## config.mk

```make
export PLATFORM = sky130hd
export DESIGN_NAME = bit_skip_compare_exec
export DESIGN_NICKNAME = d
export VERILOG_FILES = /design/src/verilog/bsce_pkg.sv /design/src/verilog/bsce_decode.sv /design/src/verilog/bsce_compare.sv /design/src/verilog/bit_skip_compare_exec.sv
export VERILOG_INCLUDE_DIRS = /design/src /design/src/verilog
export SDC_FILE = /design/constraint.sdc
export NUM_CORES = 1
export LEC_CHECK = 0
export BUFFER_PORTS_ARGS = -buffer_cell sky130_fd_sc_hd__buf_2
export CORE_ASPECT_RATIO = 1.75
export CORE_MARGIN = 1.5
export CORE_UTILIZATION = 43
export DETAILED_ROUTE_END_ITERATION = 8
export PLACE_DENSITY = 0.8
export SYNTH_ARGS = -nofsm -noshare
export SYNTH_HDL_FRONTEND = slang
export SYNTH_SLANG_ARGS = --single-unit
```

## constraint.sdc

```tcl
create_clock -name sys_clk_in -period 2.4 [get_ports sys_clk_in]
set_clock_uncertainty 0.15 [all_clocks]
set_input_delay 0.48 -clock sys_clk_in [delete_from_list [all_inputs] [get_ports sys_clk_in]]
set_output_delay 0.48 -clock sys_clk_in [all_outputs]
set_load 0.01 [all_outputs]
```

## src/verilog/bsce_consts.svh

```systemverilog
// constants for the bit, skip, compare and call execution block
`ifndef BSCE_CONSTS_SVH
`define BSCE_CONSTS_SVH
`define OPC_BITSET_HI 5'h10
`define OPC_TSTSKIP_HI 4'h9
`define OPC_BITTOG_HI 5'h07
`define OPC_CALL_HI 3'h7
`define OPC_CLEAR_FILE_OP_HI 7'h14
`define OPC_CMP_HI 8'h30
`define CMP_LESS_LO 8'h00
`define CMP_EQUAL_LO 8'h01
`define CMP_GREATER_LO 8'h02
`define OPC_WDT_CLEAR 16'h0004
`define OPC_NOP 16'h0000
`define PC_RESET 16'h0000
`define FLAG_RESET 1'b1
`define LATCH_RESET 8'h00
`endif

```

## src/verilog/bsce_pkg.sv

```systemverilog
// types shared by the execution block files
`default_nettype none
package bsce_pkg;
   typedef enum logic [1:0] {
      EX_RUN = 2'b00,
      EX_FLUSH = 2'b01
   } exec_state_t;
   typedef struct packed {
      logic wr_en;
      logic [7:0] addr;
      logic [7:0] data;
   } file_write_t;
   typedef struct packed {
      logic is_bit_set;
      logic is_skip_zero;
      logic is_skip_one;
      logic is_bit_toggle;
      logic is_call;
      logic is_clear_file;
      logic is_wdt_clear;
      logic is_cmp_equal;
      logic is_cmp_greater;
      logic is_cmp_less;
   } op_class_t;
endpackage
`default_nettype wire

```

## src/verilog/bsce_decode.sv

```systemverilog
// opcode classifier for the supported instruction group
`include "bsce_consts.svh"
`default_nettype none
module bsce_decode
   import bsce_pkg::*;
(
   input wire logic [15:0] opcode_in, // instruction word
   output op_class_t class_out // one-hot class
);
   wire logic [7:0] hi = opcode_in[15:8];
   // field compares on the high byte, watchdog clear on the whole word
   assign class_out.is_bit_set = (hi[7:3] == `OPC_BITSET_HI);
   assign class_out.is_skip_zero = (hi[7:4] == `OPC_TSTSKIP_HI) && hi[3];
   assign class_out.is_skip_one = (hi[7:4] == `OPC_TSTSKIP_HI) && !hi[3];
   assign class_out.is_bit_toggle = (hi[7:3] == `OPC_BITTOG_HI);
   assign class_out.is_call = (hi[7:5] == `OPC_CALL_HI);
   assign class_out.is_clear_file = (hi[7:1] == `OPC_CLEAR_FILE_OP_HI);
   assign class_out.is_wdt_clear = (opcode_in == `OPC_WDT_CLEAR);
   assign class_out.is_cmp_equal = (hi == (`OPC_CMP_HI | `CMP_EQUAL_LO));
   assign class_out.is_cmp_greater = (hi == (`OPC_CMP_HI | `CMP_GREATER_LO));
   assign class_out.is_cmp_less = (hi == (`OPC_CMP_HI | `CMP_LESS_LO));
endmodule
`default_nettype wire

```

## src/verilog/bsce_compare.sv

```systemverilog
// unsigned compare of file value against working register
`default_nettype none
module bsce_compare (
   input wire logic [7:0] file_in, // addressed location value
   input wire logic [7:0] work_in, // working register value
   output logic eq_out, // file equals working
   output logic gt_out, // file above working
   output logic lt_out // file below working
);
   wire logic [8:0] diff = {1'b0, file_in} - {1'b0, work_in};
   // borrow gives less, zero gives equal
   assign lt_out = diff[8];
   assign eq_out = (diff[7:0] == 8'h00);
   assign gt_out = !diff[8] && !eq_out;
endmodule
`default_nettype wire

```

## src/verilog/bit_skip_compare_exec.sv

```systemverilog
// execution unit for bit, skip, compare, short call, clear and watchdog ops
// Notes on behaviour
// - bit set forces chosen file bit to one, flags untouched, one cycle
// - test bit, skip next instruction when chosen bit is zero
// - test bit, skip next instruction when chosen bit is one
// - a taken skip replaces the fetched instruction by a no-op cycle
// - bit toggle inverts chosen bit of location, flags untouched
// - short call pushes pc plus one, loads literal and page latch
// - short call takes two cycles, second does nothing
// - clear file zeroes location, also working register when select is zero
// - watchdog clear resets counter and postscaler, sets timeout and powerdown
// - compare skips next when location equals working register
// - compare skips next when location is above working register
// - compare skips next when location is below working register
// - compares use unsigned 9-bit subtraction of working from location
`include "bsce_consts.svh"
`default_nettype none
module bit_skip_compare_exec
   import bsce_pkg::*;
(
   input wire logic sys_clk_in, // instruction clock
   input wire logic rst_b_in, // sync reset, active low
   input wire logic [15:0] opcode_in, // instruction in execution
   input wire logic [15:0] pc_in, // address of that instruction
   input wire logic [7:0] file_rd_in, // value of addressed location
   input wire logic [7:0] work_rd_in, // working register value
   output logic [7:0] file_addr_out, // addressed location
   output file_write_t file_wr_out, // location write
   output logic work_clr_out, // zero working register
   output logic [15:0] stack_top_out, // pushed return address
   output logic stack_push_out, // push strobe
   output logic [15:0] pc_load_out, // new program counter
   output logic pc_load_en_out, // load strobe
   output logic [7:0] pc_page_latch_out, // page latch value
   output logic page_latch_en_out, // page latch write strobe
   output logic wdt_clear_out, // reset counter and postscaler
   output logic timeout_flag_out, // timeout status bit
   output logic powerdown_flag_out, // powerdown status bit
   output logic flush_out, // current cycle is a no-op
   output logic busy_out // second cycle in progress
);
   // state, flags and the registered outputs with their next values
   op_class_t cls;
   exec_state_t state_q, state_d;
   logic eq, gt, lt;
   logic timeout_q, timeout_d;
   logic powerdown_q, powerdown_d;
   file_write_t wr_q, wr_d;
   logic work_clr_q, work_clr_d;
   logic push_q, push_d;
   logic pcld_q, pcld_d;
   logic latch_en_q, latch_en_d;
   logic wdtclr_q, wdtclr_d;
   logic [15:0] tos_q, tos_d;
   logic [15:0] pcnew_q, pcnew_d;
   logic [7:0] latch_q, latch_d;

   // class of the executing word
   bsce_decode u_decode (
      .opcode_in(opcode_in),
      .class_out(cls)
   );

   // compares touch no status flag, only borrow and zero are kept
   bsce_compare u_compare (
      .file_in(file_rd_in),
      .work_in(work_rd_in),
      .eq_out(eq),
      .gt_out(gt),
      .lt_out(lt)
   );

   // one-hot mask from the 3-bit field
   function automatic logic [7:0] bit_mask(input logic [2:0] sel);
      bit_mask = 8'h01 << sel;
   endfunction

   // opcode fields
   wire logic [7:0] loc_addr = opcode_in[7:0];
   wire logic [12:0] k_lit = opcode_in[12:0];
   wire logic clr_sel = opcode_in[8];
   wire logic [2:0] bsel = opcode_in[10:8];

   // executing means not in the discarded slot
   // gating every action by live keeps a discarded word from acting
   wire logic live = (state_q == EX_RUN);
   wire logic bit_val = |(file_rd_in & bit_mask(bsel));
   wire logic [7:0] set_val = file_rd_in | bit_mask(bsel);
   wire logic [7:0] tog_val = file_rd_in ^ bit_mask(bsel);
   wire logic skip_bit = (cls.is_skip_zero && !bit_val)
      || (cls.is_skip_one && bit_val);
   wire logic skip_cmp = (cls.is_cmp_equal && eq)
      || (cls.is_cmp_greater && gt)
      || (cls.is_cmp_less && lt);
   wire logic take_skip = live && (skip_bit || skip_cmp);
   wire logic take_call = live && cls.is_call;
   wire logic [15:0] pc_next = pc_in + 16'h0001;

   // sequence: run, or flush the fetched word
   // one flush cycle suffices since fetch has already moved past that word
   always_comb begin
      state_d = EX_RUN;
      case (state_q)
         EX_RUN: begin
            if (take_skip || take_call) begin
               state_d = EX_FLUSH;
            end
         end
         EX_FLUSH: state_d = EX_RUN;
         default: state_d = EX_RUN;
      endcase
   end

   // file writes for bit and clear ops
   // the classes never overlap, so the order of tests is free
   always_comb begin
      wr_d = '0;
      wr_d.addr = loc_addr;
      if (live && cls.is_bit_set) begin
         wr_d.wr_en = 1'b1;
         wr_d.data = set_val;
      end else if (live && cls.is_bit_toggle) begin
         wr_d.wr_en = 1'b1;
         wr_d.data = tog_val;
      end else if (live && cls.is_clear_file) begin
         wr_d.wr_en = 1'b1;
         wr_d.data = 8'h00;
      end
   end

   // working register cleared only when the select bit is zero
   assign work_clr_d = live && cls.is_clear_file && !clr_sel;

   // call strobes fire together, in the cycle after the call word
   assign push_d = take_call;
   assign pcld_d = take_call;
   assign latch_en_d = take_call;

   // short call: return address, target and page latch
   always_comb begin
      tos_d = tos_q;
      pcnew_d = pcnew_q;
      latch_d = latch_q;
      if (take_call) begin
         tos_d = pc_next;
         pcnew_d = {pc_in[15:13], k_lit};
         latch_d = {pc_in[15:13], k_lit[12:8]};
      end
   end

   // watchdog strobe
   assign wdtclr_d = live && cls.is_wdt_clear;

   // status flags only ever set, here or by reset; no input clears them
   always_comb begin
      timeout_d = timeout_q;
      powerdown_d = powerdown_q;
      if (wdtclr_d) begin
         timeout_d = 1'b1;
         powerdown_d = 1'b1;
      end
   end

   // execution state
   // back to run on reset, so no flush follows it
   always_ff @(posedge sys_clk_in) begin
      if (!rst_b_in) begin
         state_q <= EX_RUN;
      end else begin
         state_q <= state_d;
      end
   end

   // timeout flag
   // set here only, by reset or watchdog clear; no input clears it
   always_ff @(posedge sys_clk_in) begin
      if (!rst_b_in) begin
         timeout_q <= `FLAG_RESET;
      end else begin
         timeout_q <= timeout_d;
      end
   end

   // powerdown flag
   // same ownership as the timeout flag
   always_ff @(posedge sys_clk_in) begin
      if (!rst_b_in) begin
         powerdown_q <= `FLAG_RESET;
      end else begin
         powerdown_q <= powerdown_d;
      end
   end

   // page latch value
   // holds between calls so later branches can use it
   always_ff @(posedge sys_clk_in) begin
      if (!rst_b_in) begin
         latch_q <= `LATCH_RESET;
      end else begin
         latch_q <= latch_d;
      end
   end

   // file write, a one-cycle pulse
   always_ff @(posedge sys_clk_in) begin
      if (!rst_b_in) begin
         wr_q <= '0;
      end else begin
         wr_q <= wr_d;
      end
   end

   // working register clear pulse
   always_ff @(posedge sys_clk_in) begin
      if (!rst_b_in) begin
         work_clr_q <= 1'b0;
      end else begin
         work_clr_q <= work_clr_d;
      end
   end

   // stack push pulse
   always_ff @(posedge sys_clk_in) begin
      if (!rst_b_in) begin
         push_q <= 1'b0;
      end else begin
         push_q <= push_d;
      end
   end

   // program counter load pulse
   always_ff @(posedge sys_clk_in) begin
      if (!rst_b_in) begin
         pcld_q <= 1'b0;
      end else begin
         pcld_q <= pcld_d;
      end
   end

   // page latch write pulse
   always_ff @(posedge sys_clk_in) begin
      if (!rst_b_in) begin
         latch_en_q <= 1'b0;
      end else begin
         latch_en_q <= latch_en_d;
      end
   end

   // watchdog clear pulse
   always_ff @(posedge sys_clk_in) begin
      if (!rst_b_in) begin
         wdtclr_q <= 1'b0;
      end else begin
         wdtclr_q <= wdtclr_d;
      end
   end

   // return address
   // kept until the next call overwrites it
   always_ff @(posedge sys_clk_in) begin
      if (!rst_b_in) begin
         tos_q <= `PC_RESET;
      end else begin
         tos_q <= tos_d;
      end
   end

   // call target
   // kept until the next call overwrites it
   always_ff @(posedge sys_clk_in) begin
      if (!rst_b_in) begin
         pcnew_q <= `PC_RESET;
      end else begin
         pcnew_q <= pcnew_d;
      end
   end

   // file side outputs
   assign file_addr_out = loc_addr;
   assign file_wr_out = wr_q;
   assign work_clr_out = work_clr_q;

   // call side outputs
   assign stack_top_out = tos_q;
   assign stack_push_out = push_q;
   assign pc_load_out = pcnew_q;
   assign pc_load_en_out = pcld_q;
   assign pc_page_latch_out = latch_q;
   assign page_latch_en_out = latch_en_q;

   // watchdog and status outputs
   assign wdt_clear_out = wdtclr_q;
   assign timeout_flag_out = timeout_q;
   assign powerdown_flag_out = powerdown_q;

   // no-op slot, busy mirrors it for the fetch stall
   assign flush_out = !live;
   assign busy_out = !live;
endmodule
`default_nettype wire

```

---- Word level (Yosys, flattened, before mapping) ----
Index checks and enable logic that the tools add are counted.
cells by class
  reductions and logical operators ........ 30
  shift-type cells ........................ 1
  add/sub/neg operators ................... 2
  bitwise operators ....................... 3
  equal/unequal tests ..................... 9
  muxes and demuxes ....................... 6
operators by type and width
  cell                     number
  $eq A8 B6 Y1 const B     3
  $add A16 B1 Y16 const B  1
  $eq A16 B3 Y1 const B    1
  $mux W8                  2
  $logic_and A1 B1 Y1      15
  $sub A8 B8 Y9            1
  $and A8 B8 Y8            1
  $logic_not A8 Y1         1
  $or A8 B8 Y8             1
  $reduce_or A8 Y1         1
  $shl A1 B3 Y8 const A    1
  $xor A8 B8 Y8            1
  $eq A7 B5 Y1 const B     1
  $logic_not A1 Y1         6
  $eq A5 B3 Y1 const B     1
  $eq A5 B5 Y1 const B     1
  $logic_or A1 B1 Y1       5
  $eq A4 B4 Y1 const B     1
  $mux W1                  4
  $eq A3 B3 Y1 const B     1
  $logic_not A2 Y1         1
  $reduce_and A2 Y1        1
storage, ports and cells
  register bits after elaboration ......... 62
  word-level logic and storage cells ...... 61
  bits of input ports ..................... 50
  output and inout port bits .............. 74

---- Depth between registers and ports, before layout ----
  word-level depth ........................ 11
  gate-level depth with buffers ........... 11
  mapped depth without buffers ............ 10

---- Cells and area by module ----
Synthesis repeated with hierarchy kept, for this count alone.
second synthesis, totals
  cells, all modules ...................... 395
  area, all modules ....................... 3261.9 um^2
by module, submodules not included
  module                 area an instance (um^2)  seq. area each (um^2)  cells an instance  times used
  bit_skip_compare_exec  2661.3                   1061.0                 315                1
  bsce_compare           454.2                    0.0                    61                 1
  bsce_decode            146.4                    0.0                    19                 1

---- Worst setup path before layout ----
OpenSTA, ideal clock, no wires.
  path type ............................... input -> register
  start point ............................. input port opcode_in[9]
  end point ............................... register state_q[0]
  data required time ...................... 2.127 ns
  buffers on the path ..................... 1
  arrival time ............................ 2.123 ns
  path slack .............................. 0.004 ns
  stages .................................. 11
  setup time .............................. 0.123 ns
  cell sequence ........................... clkbuf_1 nor2_1 nand2_1 inv_1 ha_1 nor4_1 nand2_1 xor2_1 a31oi_1 a31oi_1 mux2_1
on the way
  word-level cells in the longest chain between the ends .. 10
  elaborated cells on any way between the ends .. 19
  those cells by class .................... 3 x eq/ne; 1 x shift; 1 x mux; 1 x bitwise; 13 x reduce/logical
ends and longest elaborated chain
  element                  line                          text
  from (decl)              bit_skip_compare_exec.sv:23   input wire logic [15:0] opcode_in,
  $shl A1 B3 Y8            bit_skip_compare_exec.sv:75   bit_mask = 8'h01 << sel;
  $and A8 B8 Y8            bit_skip_compare_exec.sv:87   wire logic bit_val = |(file_rd_in & bit_mask(bsel));
  $reduce_or A8 Y1         bit_skip_compare_exec.sv:87
  $logic_not A1 Y1         bit_skip_compare_exec.sv:90   wire logic skip_bit = (cls.is_skip_zero && !bit_val)
  $logic_and A1 B1 Y1      bit_skip_compare_exec.sv:90
  $logic_or A1 B1 Y1       bit_skip_compare_exec.sv:91   || (cls.is_skip_one && bit_val);
  $logic_or A1 B1 Y1 (*)   bit_skip_compare_exec.sv:95   wire logic take_skip = live && (skip_bit || skip_cmp);
  $logic_and A1 B1 Y1 (*)  bit_skip_compare_exec.sv:95
  $logic_or A1 B1 Y1 (*)   bit_skip_compare_exec.sv:105  if (take_skip || take_call) begin
  $mux W1 (*)              bit_skip_compare_exec.sv:105
  to (signal assigned)     bit_skip_compare_exec.sv:170  state_q <= state_d;
  to (decl)                bit_skip_compare_exec.sv:44   exec_state_t state_q, state_d;
Mark *: on every way between the ends. The rest lies on a longest branch, timed or not.
A chain may end at the register's enable or synchronous reset.

---- Final worst setup path ----
  start point ............................. input port opcode_in[8]
  end point ............................... register state_q[0]
The elaborated chain is that of the path after synthesis.

==> key figures <==
Final layout
  • Multi-input gate area: 0.001564 sq mm
  • # diodes: 0
  • Net count, final: 561
  • Layout cells sized above 1: 0.3306
  • # fillers: 587
  • Final design utilization: 0.5786
  • Register area: 0.001061 sq mm
  • Final Instance Area: 0.003784 sq mm
  • Area delta synth->final: 29.07%
  • Post-Layout Cell Count: 569

Pwr
  • LEAKAGE: 0.001896 uW
  • Power Density: 531.5 mW/mm^2
  • Max VDD drop: 0.2456 mV

Die
  • Initial Util: 0.4483
  • Die area: 0.007342 sq mm
  • Die Width: 65.42 um
  • # rows: 39
  • CORE AREA: 0.006539 sq mm
  • I/O pins: 124
  • Die height: 112.2 um

Synthesis
  • Count leader, synth: dfxtp_1
  • Post-Syn Area: 0.002932 sq mm
  • Sequential area share after synthesis: 0.3619
  • Async S/R FF share, synth: 0
  • Synth Area per Inst: 7.988 sq um
  • Area contributors post-synth: dfxtp_1 (36%), ha_1 (11%), nand2_1 (6.3%), nor2_1 (5.8%), buf_4 (5.4%)
  • Register bit total from synthesis: 53
  • Post-synthesis cell count: 367
  • Yosys top cell by area: dfxtp_1
  • Syn. warnings: 0
  • Synth cell count leaders: dfxtp_1 (53), nand2_1 (49), nor2_1 (45)
  • Synth cell types: 46
  • Yosys top cell area share: 0.3619
  • Dominant synthesized flop cell: dfxtp_1
  • Post-synth EDFFs: 0

Timing
  • Worst Tran Pin Value: 0.5047 ns
  • RSZ-0062 raised after global routing: false
  • Final period utilization: 0.9391
  • Final setup violation count: 0
  • Fin crit period: 2.254 ns
  • Setup TNS: 0 ns
  • Final hold vios: 0
  • Fmax: 0.4437 GHz
  • Fin. max-slew vios: 0
  • Relative max-transition margin: 0.6627

Global route
  • Initial antenna violation count: 0
  • Largest net degree at the start of global routing: 40
  • Number of global-route vias before repair: 2783
  • GRT Resource Usage Total: 0.2096
  • First-pass GRT wire length: 12.19 mm
  • Grt ovf: 0

Detailed routing
  • Post-DRT Antenna Nets: 0
  • Number of remaining DRC errors: 0
  • DR pass1 iterations: 5
  • Routed vias: 2910
  • WL final: 7.632 mm
  • Drt wl/cell: 13.41 um
  • 1st-iter DRT viols: 159
  • DR vias/cell: 5.114

Clock network
  • Clk sinks: 53
  • Hold-fix buffer count after cts: 0
  • CTS tree: yes
  • Postcts setup bufs: 0
  • Root buf cell: clkbuf_16
  • Max Root-Sink Buffers: 2
  • H-Tree Depth: 2
  • TritonCTS Buffers: 5
  • # resized after CTS: 0
  • Skew-Pair Late Insertion Delay: 0.29 ns
  • Clk slew on worst S/H paths: 0.06 ns

Placed design
  • Gp weighted congestion: 0.9419
  • Placed instance area: 0.003647 sq mm
  • DP Cell Count: 561
  • Detail Placement HPWL: 6.206 mm
  • Port bufs: 121

Min path
  • Worst min path class: input port to register

Critical path
  • Crit end category: register
  • Critical path fanouts, max: 9
  • CP Class: input port to register
  • Req. time, crit path: 2.43 ns
  • WP data arrival: 2.28 ns
  • Worst setup SP type: input port

Run
  • Max_cap viols: 0

Status
  • Status: finished, final reports clean
## flip-flops by register name (all words and copies together) (netlist names)
| name | flops |
|---|---|
| wdt_clear_out | 1 |
| pc_page_latch_out | 8 |
| pc_load_out | 8 |
| page_latch_en_out | 1 |
| stack_top_out | 16 |
| file_wr_out | 17 |
| work_clr_out | 1 |
| state_q | 1 |
## per-stage QoR
| stage | total power [uW] | setup WS [ns] | hold WS [ns] |
|---|---|---|---|
| after floorplan | 1182 | 0.004098 | 0.3305 |
| after detailed placement | 1349 | -0.1158 | 0.2990 |
| after global placement | 1334 | -0.07936 | 0.2907 |
| final | 2011 | 0.1462 | 0.2665 |
| after global routing | 2106 | 0.07365 | 0.2791 |
| after CTS | 2032 | 0.1954 | 0.2617 |
## report_power, final
group          total, uW  internal, uW  switching, uW
combinational        401           181            220
clock                682           388            294
sequential           928           913           14.9
## kinds of logic after synthesis
group,Yosys count,share of synthesized area
AO/OA/AOI/OAI,62,0.1336
other,1,0.001279
adder cells (fa/ha/maj),25,0.1067
XOR/XNOR,15,0.04481
flip-flops,53,0.3619
multiplexers,1,0.003841
buffers and inverters,61,0.1063
AND/OR/NAND/NOR,149,0.2416
## critical path: stages
cell and delay (ns):
buf_2 0.14, buf_4 0.15, nand3_1 0.12, inv_1 0.06, ha_1 0.20, nor4_1 0.24, nand2_1 0.11, xor2_1 0.15
a31oi_1 0.21, a31oi_1 0.11, mux2_1 0.29
## placed cells by master (no fill, tap or decap), drive strengths merged, types with 4 or more instances in the layout
master | synthesis | layout
clkbuf | 11 | 8
buf | 25 | 147
a211oi | 14 | 14
xor2 | 11 | 11
and2 | 8 | 8
nor4 | 4 | 4
nor3 | 5 | 5
and3 | 4 | 4
o21ai | 5 | 5
xnor2 | 4 | 4
ha | 25 | 25
or3 | 4 | 4
inv | 25 | 25
nor2 | 45 | 45
or2 | 4 | 4
nand2 | 49 | 49
nand3 | 11 | 11
dfxtp | 53 | 53
a21oi | 31 | 31
## metal layers
metal | part of all wire | track usage | routed length, um | up-vias
met5 | 0 | 0 | 0 | -
met4 | 0.041 | 0.1167 | 313 | 0
li1 | - | - | - | 1450
met3 | 0.057 | 0.03106 | 434 | 23
met1 | 0.36 | 0.2076 | 2716 | 1317
met2 | 0.55 | 0.3980 | 4167 | 120
## path summary, 6_finish.rpt
| check | startpoint | end | slack, ns | depth (start not counted) |
|---|---|---|---|---|
| setup / recovery | opcode_in[8] | state_q[0] | 0.15 | 11 |
| hold / removal | pc_in[0] | stack_top_out[0] | 0.27 | 2 |
| hold reg to reg | stack_top_out[1] | stack_top_out[1] | 0.31 | 2 |
| setup reg to reg | state_q[0] | state_q[0] | 0.79 | 4 |
## final cells by class
class,instances,share of cell area
tap,82,0.02712
clock buffer,8,0.03605
sequential,53,0.2804
multi-input combinational,254,0.4134
inverter,25,0.02480
timing repair buffer,147,0.2183
Power figures use the tool's default switching activity.
